`src/icc_pkg.sv`:
```
// constants, register map and types of the instruction cache control block
// assumes one processor clock domain and a word-wide flash read port
package icc_pkg;

    // flash address space and word geometry
    localparam int FLASH_AW = 29;
    localparam int WORD_W = 32;
    localparam int WORD_LSB = 2;

    // register index on the register port
    localparam int REG_IDX_W = 2;
    localparam logic [1:0] REG_CTL = 2'h0;
    localparam logic [1:0] REG_CORR = 2'h1;
    localparam logic [1:0] REG_ERR = 2'h2;
    localparam logic [1:0] REG_HIT_MISS_COUNTERS = 2'h3;

    // cache_control fields
    localparam int CTL_DISABLE_BIT = 0;
    localparam int CTL_FLUSH_BIT = 2;
    localparam int CTL_THRESH_LSB = 8;
    localparam int THRESH_W = 8;
    localparam logic CTL_DISABLE_RESET = 1'b0;
    localparam logic [7:0] CTL_THRESH_RESET = 8'h00;

    // corrected_error_log and uncorrectable_error_log fields
    localparam int LOG_ADDR_LSB = 0;
    localparam int LOG_VALID_BIT = 29;
    localparam int CORR_IRQ_EN_BIT = 30;

    // hit_miss_counters fields
    localparam int CNT_W = 16;
    localparam int HIT_LSB = 16;
    localparam int MISS_LSB = 0;

    // longest flash read, in processor clocks
    localparam int FLASH_READ_MAX_CYC = 4;

    typedef enum logic [0:0] {
        ICC_ST_IDLE = 1'b0,
        ICC_ST_WAIT = 1'b1
    } icc_state_t;

endpackage

```
`src/icc_cache_ctrl.sv`:
```
// instruction cache control: fetch lookup, flash fill, error logs,
// hit and miss counters, flash sleep on a run of hits
// assumes fetch, hub, flash and wake signals are on clk_i
`timescale 1ns/1ps

module icc_cache_ctrl
    import icc_pkg::*;
#(
    parameter int LINES = 16,
    parameter logic [31:0] FLASH_BYTES = 32'h0004_0000
) (
    // clock and reset
    input wire logic clk_i,
    input wire logic rst_n_i,
    // instruction fetch port
    input wire logic fetch_req_i,
    input wire logic [31:0] fetch_addr_i,
    output logic fetch_ready_o,
    output logic fetch_valid_o,
    output logic [31:0] fetch_data_o,
    output logic fetch_err_o,
    // peripheral hub flash read port
    input wire logic hub_req_i,
    input wire logic [31:0] hub_addr_i,
    output logic hub_ready_o,
    output logic hub_valid_o,
    output logic [31:0] hub_data_o,
    output logic hub_err_o,
    // flash read port with error status
    output logic flash_req_o,
    output logic [icc_pkg::FLASH_AW-1:0] flash_addr_o,
    input wire logic flash_rvalid_i,
    input wire logic [31:0] flash_rdata_i,
    input wire logic flash_corrected_i,
    input wire logic flash_uncorrectable_i,
    output logic flash_sleep_o,
    // power manager
    input wire logic wake_i,
    // register port
    input wire logic reg_wr_i,
    input wire logic reg_rd_i,
    input wire logic [icc_pkg::REG_IDX_W-1:0] reg_idx_i,
    input wire logic [31:0] reg_wdata_i,
    output logic [31:0] reg_rdata_o,
    // corrected-error interrupt
    output logic corr_irq_o
);
    import icc_pkg::*;

    localparam int IDX_W = $clog2(LINES);
    localparam int TAG_W = FLASH_AW - WORD_LSB - IDX_W;

    typedef struct packed {
        icc_state_t state;
        logic [FLASH_AW-1:0] req_addr;
        logic req_hub;
        logic req_alloc;
        logic flash_req;
        logic dis;
        logic [THRESH_W-1:0] thresh;
        logic irq_en;
        logic corr_valid;
        logic [FLASH_AW-1:0] corr_addr;
        logic err_valid;
        logic [FLASH_AW-1:0] err_addr;
        logic [CNT_W-1:0] hits;
        logic [CNT_W-1:0] misses;
        logic [THRESH_W-1:0] seq;
        logic sleep;
        logic fetch_valid;
        logic [31:0] fetch_data;
        logic fetch_err;
        logic hub_valid;
        logic [31:0] hub_data;
        logic hub_err;
        logic irq;
        logic [31:0] rdata;
    } icc_ctrl_t;

    // configuration fields take constants only; nothing resets them on wake
    localparam icc_ctrl_t CTRL_RESET = '{
        state: ICC_ST_IDLE,
        dis: CTL_DISABLE_RESET,
        thresh: CTL_THRESH_RESET,
        default: '0
    };

    logic [1:0] rst_sync;
    logic rst_n;
    icc_ctrl_t r;
    icc_ctrl_t next_r;

    logic look_hit;
    logic [31:0] look_data;
    logic ls_wr;
    logic ls_inv;
    logic flush_all;
    logic ctl_wr;
    logic corr_wr;
    logic hm_wr;

    // true when a byte address lies inside the on-chip flash
    function automatic logic in_flash(input logic [31:0] addr);
        in_flash = addr < FLASH_BYTES;
    endfunction

    function automatic logic [IDX_W-1:0] line_idx(
        input logic [FLASH_AW-1:0] addr);
        line_idx = addr[WORD_LSB +: IDX_W];
    endfunction

    function automatic logic [TAG_W-1:0] line_tag(
        input logic [FLASH_AW-1:0] addr);
        line_tag = addr[FLASH_AW-1 -: TAG_W];
    endfunction

    // reset release is synchronised; assertion stays asynchronous
    always_ff @(posedge clk_i or negedge rst_n_i) begin
        if (!rst_n_i) begin
            rst_sync <= 2'h0;
        end else begin
            rst_sync <= {rst_sync[0], 1'b1};
        end
    end
    assign rst_n = rst_sync[1];

    icc_line_store #(
        .LINES(LINES),
        .IDX_W(IDX_W),
        .TAG_W(TAG_W)
    ) u_store (
        .clk_i(clk_i),
        .rst_n_i(rst_n),
        .look_idx_i(line_idx(fetch_addr_i[FLASH_AW-1:0])),
        .look_tag_i(line_tag(fetch_addr_i[FLASH_AW-1:0])),
        .look_hit_o(look_hit),
        .look_data_o(look_data),
        .wr_i(ls_wr),
        .inv_i(ls_inv),
        .wr_idx_i(line_idx(r.req_addr)),
        .wr_tag_i(line_tag(r.req_addr)),
        .wr_data_i(flash_rdata_i),
        .flush_i(flush_all)
    );

    assign ctl_wr = reg_wr_i && (reg_idx_i == REG_CTL);
    assign corr_wr = reg_wr_i && (reg_idx_i == REG_CORR);
    assign hm_wr = reg_wr_i && (reg_idx_i == REG_HIT_MISS_COUNTERS);
    assign flush_all = (ctl_wr && reg_wdata_i[CTL_FLUSH_BIT]) || wake_i;

    // fetch has priority over the hub when both are waiting in idle
    assign fetch_ready_o = (r.state == ICC_ST_IDLE);
    assign hub_ready_o = (r.state == ICC_ST_IDLE) && !fetch_req_i;

    always_comb begin
        next_r = r;
        ls_wr = 1'b0;
        ls_inv = 1'b0;
        next_r.flash_req = 1'b0;
        next_r.fetch_valid = 1'b0;
        next_r.hub_valid = 1'b0;
        next_r.irq = 1'b0;

        // configuration writes; clears land before events so a set wins
        if (ctl_wr) begin
            next_r.dis = reg_wdata_i[CTL_DISABLE_BIT];
            next_r.thresh = reg_wdata_i[CTL_THRESH_LSB +: THRESH_W];
        end
        if (corr_wr) begin
            next_r.irq_en = reg_wdata_i[CORR_IRQ_EN_BIT];
            if (reg_wdata_i[LOG_VALID_BIT]) begin
                next_r.corr_valid = 1'b0;
            end
        end

        case (r.state)
            ICC_ST_IDLE: begin
                if (fetch_req_i) begin
                    if (!in_flash(fetch_addr_i)) begin
                        // no path beyond flash: answer at once with error
                        next_r.fetch_valid = 1'b1;
                        next_r.fetch_err = 1'b1;
                        next_r.fetch_data = 32'h0000_0000;
                    end else if (!r.dis && look_hit) begin
                        next_r.fetch_valid = 1'b1;
                        next_r.fetch_err = 1'b0;
                        next_r.fetch_data = look_data;
                        next_r.hits = r.hits + 16'h0001;
                        if (r.seq != {THRESH_W{1'b1}}) begin
                            next_r.seq = r.seq + 8'h01;
                        end
                    end else begin
                        next_r.req_addr = fetch_addr_i[FLASH_AW-1:0];
                        next_r.req_hub = 1'b0;
                        next_r.req_alloc = !r.dis;
                        next_r.flash_req = 1'b1;
                        next_r.state = ICC_ST_WAIT;
                        next_r.seq = 8'h00;
                        if (!r.dis) begin
                            next_r.misses = r.misses + 16'h0001;
                        end
                    end
                end else if (hub_req_i) begin
                    next_r.req_addr = hub_addr_i[FLASH_AW-1:0];
                    next_r.req_hub = 1'b1;
                    next_r.req_alloc = 1'b0;
                    next_r.flash_req = 1'b1;
                    next_r.state = ICC_ST_WAIT;
                end
            end
            ICC_ST_WAIT: begin
                // one request per miss; the flash answers within its wait
                if (flash_rvalid_i) begin
                    next_r.state = ICC_ST_IDLE;
                    if (flash_uncorrectable_i) begin
                        next_r.err_valid = 1'b1;
                        next_r.err_addr = r.req_addr;
                        ls_inv = r.req_alloc;
                    end else begin
                        ls_wr = r.req_alloc;
                    end
                    if (flash_corrected_i && !flash_uncorrectable_i) begin
                        next_r.corr_valid = 1'b1;
                        next_r.corr_addr = r.req_addr;
                        next_r.irq = r.irq_en;
                    end
                    if (r.req_hub) begin
                        next_r.hub_valid = 1'b1;
                        next_r.hub_data = flash_rdata_i;
                        next_r.hub_err = flash_uncorrectable_i;
                    end else begin
                        next_r.fetch_valid = 1'b1;
                        next_r.fetch_data = flash_rdata_i;
                        next_r.fetch_err = flash_uncorrectable_i;
                    end
                end
            end
            default: begin
                next_r.state = ICC_ST_IDLE;
            end
        endcase

        // a software write to the counters beats a count in the same cycle
        if (hm_wr) begin
            next_r.hits = reg_wdata_i[HIT_LSB +: CNT_W];
            next_r.misses = reg_wdata_i[MISS_LSB +: CNT_W];
        end

        // flash may sleep only while no read is outstanding
        next_r.sleep = (next_r.state == ICC_ST_IDLE) &&
            ((r.thresh == 8'h00) || (next_r.seq >= r.thresh));

        // read data is registered; reads have no side effects
        next_r.rdata = r.rdata;
        if (reg_rd_i) begin
            case (reg_idx_i)
                REG_CTL: begin
                    next_r.rdata = 32'h0000_0000;
                    next_r.rdata[CTL_DISABLE_BIT] = r.dis;
                    next_r.rdata[CTL_THRESH_LSB +: THRESH_W] = r.thresh;
                end
                REG_CORR: begin
                    next_r.rdata = 32'h0000_0000;
                    next_r.rdata[LOG_ADDR_LSB +: FLASH_AW] = r.corr_addr;
                    next_r.rdata[LOG_VALID_BIT] = r.corr_valid;
                    next_r.rdata[CORR_IRQ_EN_BIT] = r.irq_en;
                end
                REG_ERR: begin
                    next_r.rdata = 32'h0000_0000;
                    next_r.rdata[LOG_ADDR_LSB +: FLASH_AW] = r.err_addr;
                    next_r.rdata[LOG_VALID_BIT] = r.err_valid;
                end
                REG_HIT_MISS_COUNTERS: begin
                    next_r.rdata = {r.hits, r.misses};
                end
                default: begin
                    next_r.rdata = 32'h0000_0000;
                end
            endcase
        end
    end

    always_ff @(posedge clk_i or negedge rst_n) begin
        if (!rst_n) begin
            r <= CTRL_RESET;
        end else begin
            r <= next_r;
        end
    end

    assign fetch_valid_o = r.fetch_valid;
    assign fetch_data_o = r.fetch_data;
    assign fetch_err_o = r.fetch_err;
    assign hub_valid_o = r.hub_valid;
    assign hub_data_o = r.hub_data;
    assign hub_err_o = r.hub_err;
    assign flash_req_o = r.flash_req;
    assign flash_addr_o = r.req_addr;
    assign flash_sleep_o = r.sleep;
    assign reg_rdata_o = r.rdata;
    assign corr_irq_o = r.irq;

endmodule

```
`src/icc_line_store.sv`:
```
// direct-mapped line store: valid bits, tags and one data word per line
// assumes a synchronised active-low reset from the instantiating module
`timescale 1ns/1ps

module icc_line_store #(
    parameter int LINES = 16,
    parameter int IDX_W = 4,
    parameter int TAG_W = 23
) (
    // clock and reset
    input wire logic clk_i,
    input wire logic rst_n_i,
    // lookup
    input wire logic [IDX_W-1:0] look_idx_i,
    input wire logic [TAG_W-1:0] look_tag_i,
    output logic look_hit_o,
    output logic [31:0] look_data_o,
    // fill and invalidate of one line
    input wire logic wr_i,
    input wire logic inv_i,
    input wire logic [IDX_W-1:0] wr_idx_i,
    input wire logic [TAG_W-1:0] wr_tag_i,
    input wire logic [31:0] wr_data_i,
    // invalidate every line
    input wire logic flush_i
);
    typedef struct packed {
        logic [LINES-1:0] valid;
        logic [LINES-1:0][TAG_W-1:0] tag;
        logic [LINES-1:0][31:0] data;
    } icc_store_t;

    icc_store_t r;
    icc_store_t next_r;

    assign look_hit_o = r.valid[look_idx_i] && (r.tag[look_idx_i] == look_tag_i);
    assign look_data_o = r.data[look_idx_i];

    always_comb begin
        next_r = r;
        if (wr_i) begin
            next_r.valid[wr_idx_i] = 1'b1;
            next_r.tag[wr_idx_i] = wr_tag_i;
            next_r.data[wr_idx_i] = wr_data_i;
        end
        // a failed fill drops the whole line, data untouched
        if (inv_i) begin
            next_r.valid[wr_idx_i] = 1'b0;
        end
        // flush beats a fill landing in the same cycle, so no stale line
        if (flush_i) begin
            next_r.valid = '0;
        end
    end

    always_ff @(posedge clk_i or negedge rst_n_i) begin
        if (!rst_n_i) begin
            r <= '0;
        end else begin
            r <= next_r;
        end
    end

endmodule

```
`config.mk`:
```
export PLATFORM = sky130hd
export DESIGN_NAME = icc_cache_ctrl
export DESIGN_NICKNAME = d
export VERILOG_FILES = /design/src/icc_pkg.sv /design/src/icc_cache_ctrl.sv /design/src/icc_line_store.sv
export SDC_FILE = /design/constraint.sdc
export NUM_CORES = 2
export LEC_CHECK = 0
export BUFFER_PORTS_ARGS = -buffer_cell sky130_fd_sc_hd__buf_2
export CORE_ASPECT_RATIO = 0.75
export CORE_MARGIN = 2
export CORE_UTILIZATION = 35
export DETAILED_ROUTE_END_ITERATION = 16
export PLACE_DENSITY = 0.57
export SYNTH_ARGS = -nofsm -noshare
export SYNTH_HDL_FRONTEND = slang
export SYNTH_HIERARCHICAL = 1
export SYNTH_SLANG_ARGS = --single-unit
```
`constraint.sdc`:
```
create_clock -name clk_i -period 35 [get_ports clk_i]
set_clock_uncertainty 0.15 [all_clocks]
set_input_delay 0 -clock clk_i [delete_from_list [all_inputs] [get_ports clk_i]]
set_output_delay 0 -clock clk_i [all_outputs]
set_load 0.03 [all_outputs]
```
# Word level (Yosys, flattened, before mapping)
# Index checks and enable logic that the tools add are counted.
# totals
word_cells,168
input_bits,140
regBits,1143
out_inout_bits,134
# classes
n_reduce_logical,28
n_lt_le_gt_ge,5
n_eq_ne,14
bitwise_logic,5
mux,55
n_addsub,3
# op_table
op,count
896-bit two-way mux,1
512-bit bitwise mux,1
368-bit bitwise mux,1
34-bit two-way mux,5
33-bit two-way mux,4
32-bit binary-select mux with 4-bit select,1
32-bit demux with 4-bit select,1
32-bit one-hot mux with 4 select lines,1
40-bit two-way mux,3
60-bit two-way mux,2
32-bit two-way mux,3
23-bit binary-select mux with 4-bit select,1
23-bit demux with 4-bit select,1
16-bit two-way mux,5
69-bit two-way mux,1
34-bit one-hot mux with 2 select lines,1
30-bit two-way mux,2
23-bit two-way mux,2
35-bit two-way mux,1
16-bit by 1-bit adder with 16-bit output (second input constant),2
32-bit by 19-bit < comparator with 1-bit output (second input constant),1
23-bit equality test,1
16-bit AND,1
8-bit two-way mux,2
other kinds (26),66

# Longest topological paths before layout
# depth
word_depth,12
ltp_mapped,21
depth_no_buf,16

# By module
# The synthesis kept the hierarchy.
# by_module_without_submodules
mod,area_each_um2,seq_area_each_um2,cells_each,instances
icc_line_store,40630.2,22421.5,2484,1
icc_cache_ctrl,12116.6,6180.9,1087,1

# Least setup slack after synthesis
# No wires, ideal clock.
# synth_path
path_type,register to register
from,reg with a tool-made name
to,reg r (netlist bit flash_sleep_o)
slack_ns,31.218
setup_time_ns,0.138
stages_incl_launch_ff,18
n_path_buf,2
period_less_slack_ns,3.782
t_arrival_ns,3.494
cell_sequence,dfrtp_1 -> mux4_2 -> a221oi_2 -> a2bb2oi_1 -> nor2_1 -> a31oi_1 -> a2111o_1 -> nor4_2 -> nor2b_1 -> clkbuf_1 -> nor2_1 -> buf_2 -> a21oi_1 -> ha_1 -> a211oi_1 -> o21ai_0 -> o2111ai_1 -> a211oi_1
# synth_rtl
element,line_no,text
end signal: assignment,icc_cache_ctrl.sv:287,r <= next_r;
end: declaration,icc_cache_ctrl.sv:90,icc_ctrl_t r;

# Worst setup path in the final report
# layout_path
from,in fetch_addr_i[2]
to,reg r (netlist bit flash_addr_o[12])
# layout_between
elab_chain_len,7
word_cells_on_any_way,11
cone_classes,order compare: 1; eq/ne: 3; mux: 4; reduce/logical: 3
# layout_rtl
element,line_no,text
start: declaration,icc_cache_ctrl.sv:17,"input wire logic [31:0] fetch_addr_i,"
23-bit binary-select mux with 4-bit select,icc_line_store.sv:36,assign look_hit_o = r.valid[look_idx_i] && (r.tag[look_idx_i] == look_tag_i);
23-bit two-way mux (not written as such),icc_line_store.sv:36,
23-bit equality test,icc_line_store.sv:36,
1-bit logical AND (*),icc_line_store.sv:36,
net look_hit,icc_cache_ctrl.sv:93,logic look_hit;
1-bit logical AND (*),icc_cache_ctrl.sv:184,end else if (!r.dis && look_hit) begin
2-bit != test (no line) (*),n/a,
4-bit AND reduction (no line) (*),n/a,
# Mark *: on every way through the listed nets, which the timed path passes. The rest lies on a longest branch. The select of a mux whose other input is x is not followed.
# A chain may end at the register's enable or synchronous reset.

==> run metrics <==
via count=31950; postcts setup bufs=0; register area=28610 sq um; Rel. slew slack=22.04%; Final Util=41.23%; number of synthesized flops with an enable pin=0; FF-to-FF path depth=14; Crit. Startpoint=fetch_addr_i[2]; post-synthesis simple-gate area fraction=2.927%; DP Wirelength=84.28 mm; fin. max-slew vios=0; clk slew on worst S/H paths=0.06 ns; CTS Sinks=1143; placeable core area=149700 sq um; Port Buf Inserts=270; num ports=274; hold wc startpoint=fetch_addr_i[6]; total of fill cells in the finished design=13680; worst-margin pin slew=1.167 ns; MaxCap Viol Count=0; Synth async-reset ratio=100.0%; share of layout cells above drive strength 1=46.04%; final net count=4018; R2R Path End=flash_addr_o[12]; DRT iter0 DRCs=2397; largest family of logic cells by synthesized area=multiplexers; initial antenna violation count=6; vias in the first global route=33300; unique cell type count in the Yosys netlist=75; Worst Path Arrival=6.75 ns; Final period util=17.96%; Vias/cell=5.347; cell row count=123; XOR/XNOR Fraction of Synth Area=0.9797%; WHS=0.04825 ns; Post-Synth Adder-Cell Area=0.2609%; syn_nets=3722; Post-Synthesis Cell Area=52750 sq um; Synth Register Bits=1143; peak per-stage delay on the critical path=0.91 ns; Clock Latency Late Sink=0.76 ns; CTS buffer count=121; leakage power=29.23 nW; Die Ht=340.2 microns; crit path kind=primary input to flip-flop; sequential fraction of the synthesis area=54.23%; area of the multi-input gates=21920 sq um; worst path cell trace=buf_8, buf_12, buf_4, mux4_2, a22oi_1, nand3_1, xnor2_1, o2111ai_1, nor4_2, nor2b_1, nor2_1, buf_4, a22oi_1, dlygate4sd3_1, o21ai_0, dlygate4sd3_1; cell count along the critical path=16; initial core utilization=35.23%; flop-to-flop setup slack=29.08 ns; crit-path max FO=100; Hold/Removal Path Class=primary input to flip-flop; slowest CP cell=nor2b_1; final setup fails=0; largest net degree at the start of global routing=101; GP Congestion=0.8351; grt total ovfl=0; Worst Setup EP=flash_addr_o[12]; H-tree depth=3; minimum clock period=6.285 ns; die extent in x=452.3 microns; DR WL/cell=24.79 microns; post-synthesis compound-gate area fraction=3.821%; status=completed; Syn Inst Count=3571; endpoints failing hold=0; clk buf depth=3; die footprint=153900 sq um; global-route usage over all layers=19.27%; Area Growth Syn to Fin=17.05%; Critical Path Start Type=primary input; critical path endpoint category=flip-flop; post-route DRC violation count=0; mux cell area share after synthesis=33.27%; ys flop type=dfrtp_1; setup TNS=0 ns; Peak VDD IR=44.96 uV; CTS tree=yes; Avg Synthesized Cell Area=14.77 sq um; hold path cells=4; DRT Wirelength=148.1 mm; DRT Pass-1 Iters=7; Worst Path Buf+Inv=6; commonest non-fill, non-tap cells in the layout=1142 x dfrtp_1, 1003 x mux2_2, 267 x buf_2; first-pass GRT wire length=223.9 mm; post-route ant nets=0; Req. time, crit path=35.46 ns; Yosys warnings=6; root buffer cell=clkbuf_16; Crit path max-delay family=buffers and inverters; f_max=159.1 MHz; Power Density=51.99 nW/um^2; most common cell after layout, fill and taps aside=dfrtp_1; unrepaired setup endpoints after global routing=no
cell families after synthesis:
family                   after synthesis
AO/OA/AOI/OAI                        294
other                                  1
buffers and inverters                455
AND/OR/NAND/NOR                      308
multiplexers                        1300
XOR/XNOR                              59
flip-flops                          1143
adder cells (fa/ha/maj)               11
cell usage after synthesis, drive strengths merged, types with 35 or more instances:
cell type / count / area [sq um]
a21oi: 39 / 206.5
inv: 52 / 195.2
a21o: 35 / 262.8
mux2: 1003 / 11290
o21ai: 74 / 370.4
dfrtp: 1143 / 28600
buf: 198 / 1393
nand2: 89 / 336.6
mux4: 260 / 5882
clkbuf: 205 / 792.0
nor2: 87 / 326.6
xnor2: 47 / 411.6
a22oi: 49 / 367.9
mux2i: 37 / 370.4
area by class of cell:
| class | instances | area share [%] |
|---|---|---|
| inverter | 52 | 0.3182 |
| multi-input combinational | 1973 | 35.51 |
| tap | 2000 | 4.053 |
| antenna | 7 | 0.02837 |
| clock inverter | 53 | 1.100 |
| clock buffer | 171 | 5.701 |
| timing repair buffer | 576 | 6.955 |
| sequential | 1143 | 46.33 |
worst register-to-register path, cell delays in order (launching register included):
cell and delay, ns:
dfrtp_1 0.38, mux4_2 0.55, a22oi_1 0.31, nor2_1 0.12, nor3_2 0.23, nor4b_1 0.61
nand4_1 0.19, nor4_2 0.51, nor2b_1 0.91, nor2_1 0.08, buf_4 0.26, a22oi_1 0.21
dlygate4sd3_1 0.56, o21ai_0 0.09, dlygate4sd3_1 0.61
routing by layer:
| metal | GRT usage [%] | vias to the layer above | wire length (microns) |
|---|---|---|---|
| met4 | 4.634 | 2 | 3352 |
| met5 | 0 | - | 10 |
| met2 | 30.40 | 771 | 69090 |
| met3 | 2.869 | 213 | 6829 |
| li1 | - | 13650 | - |
| met1 | 27.96 | 17320 | 68840 |
power breakdown:
part           total, W  switching, W  internal (W)
logic          0.000354      0.000201      0.000154
clock network   0.00136      0.000554      0.000802
registers       0.00150     0.0000943       0.00141
repair_timing:
| action | in CTS | in global routing |
|---|---|---|
| hold buffers | 244 | 0 |
| resized for setup | 0 | 0 |
| hold endpoints to repair | 771 | 0 |
metrics by stage:
| step | cells | setup WS [ns] | power [W] | area [sq um] |
|---|---|---|---|---|
| floorplan | 3571 | 0.6300 | 0.001759 | 52750 |
| global placement | 5500 | 28.14 | 0.001846 | 55080 |
| detailed placement | 5500 | 28.14 | 0.001851 | 55080 |
| CTS | 5968 | 28.62 | 0.003246 | 61720 |
| global route | 5969 | 28.11 | 0.003337 | 61720 |
| finish | 5975 | 28.72 | 0.003210 | 61740 |
how the worst min path moves through the flow:
stage	endpoint	slack, ns
final	flash_addr_o[6]	0.05
after global routing	flash_addr_o[6]	0.04
after CTS	r[141]	0.002
after detailed placement	rst_sync[0]	-0.36
after global placement	rst_sync[0]	-0.37
after floorplan	rst_sync[0]	-0.45
Note: power is estimated with default switching activity, not from simulation.
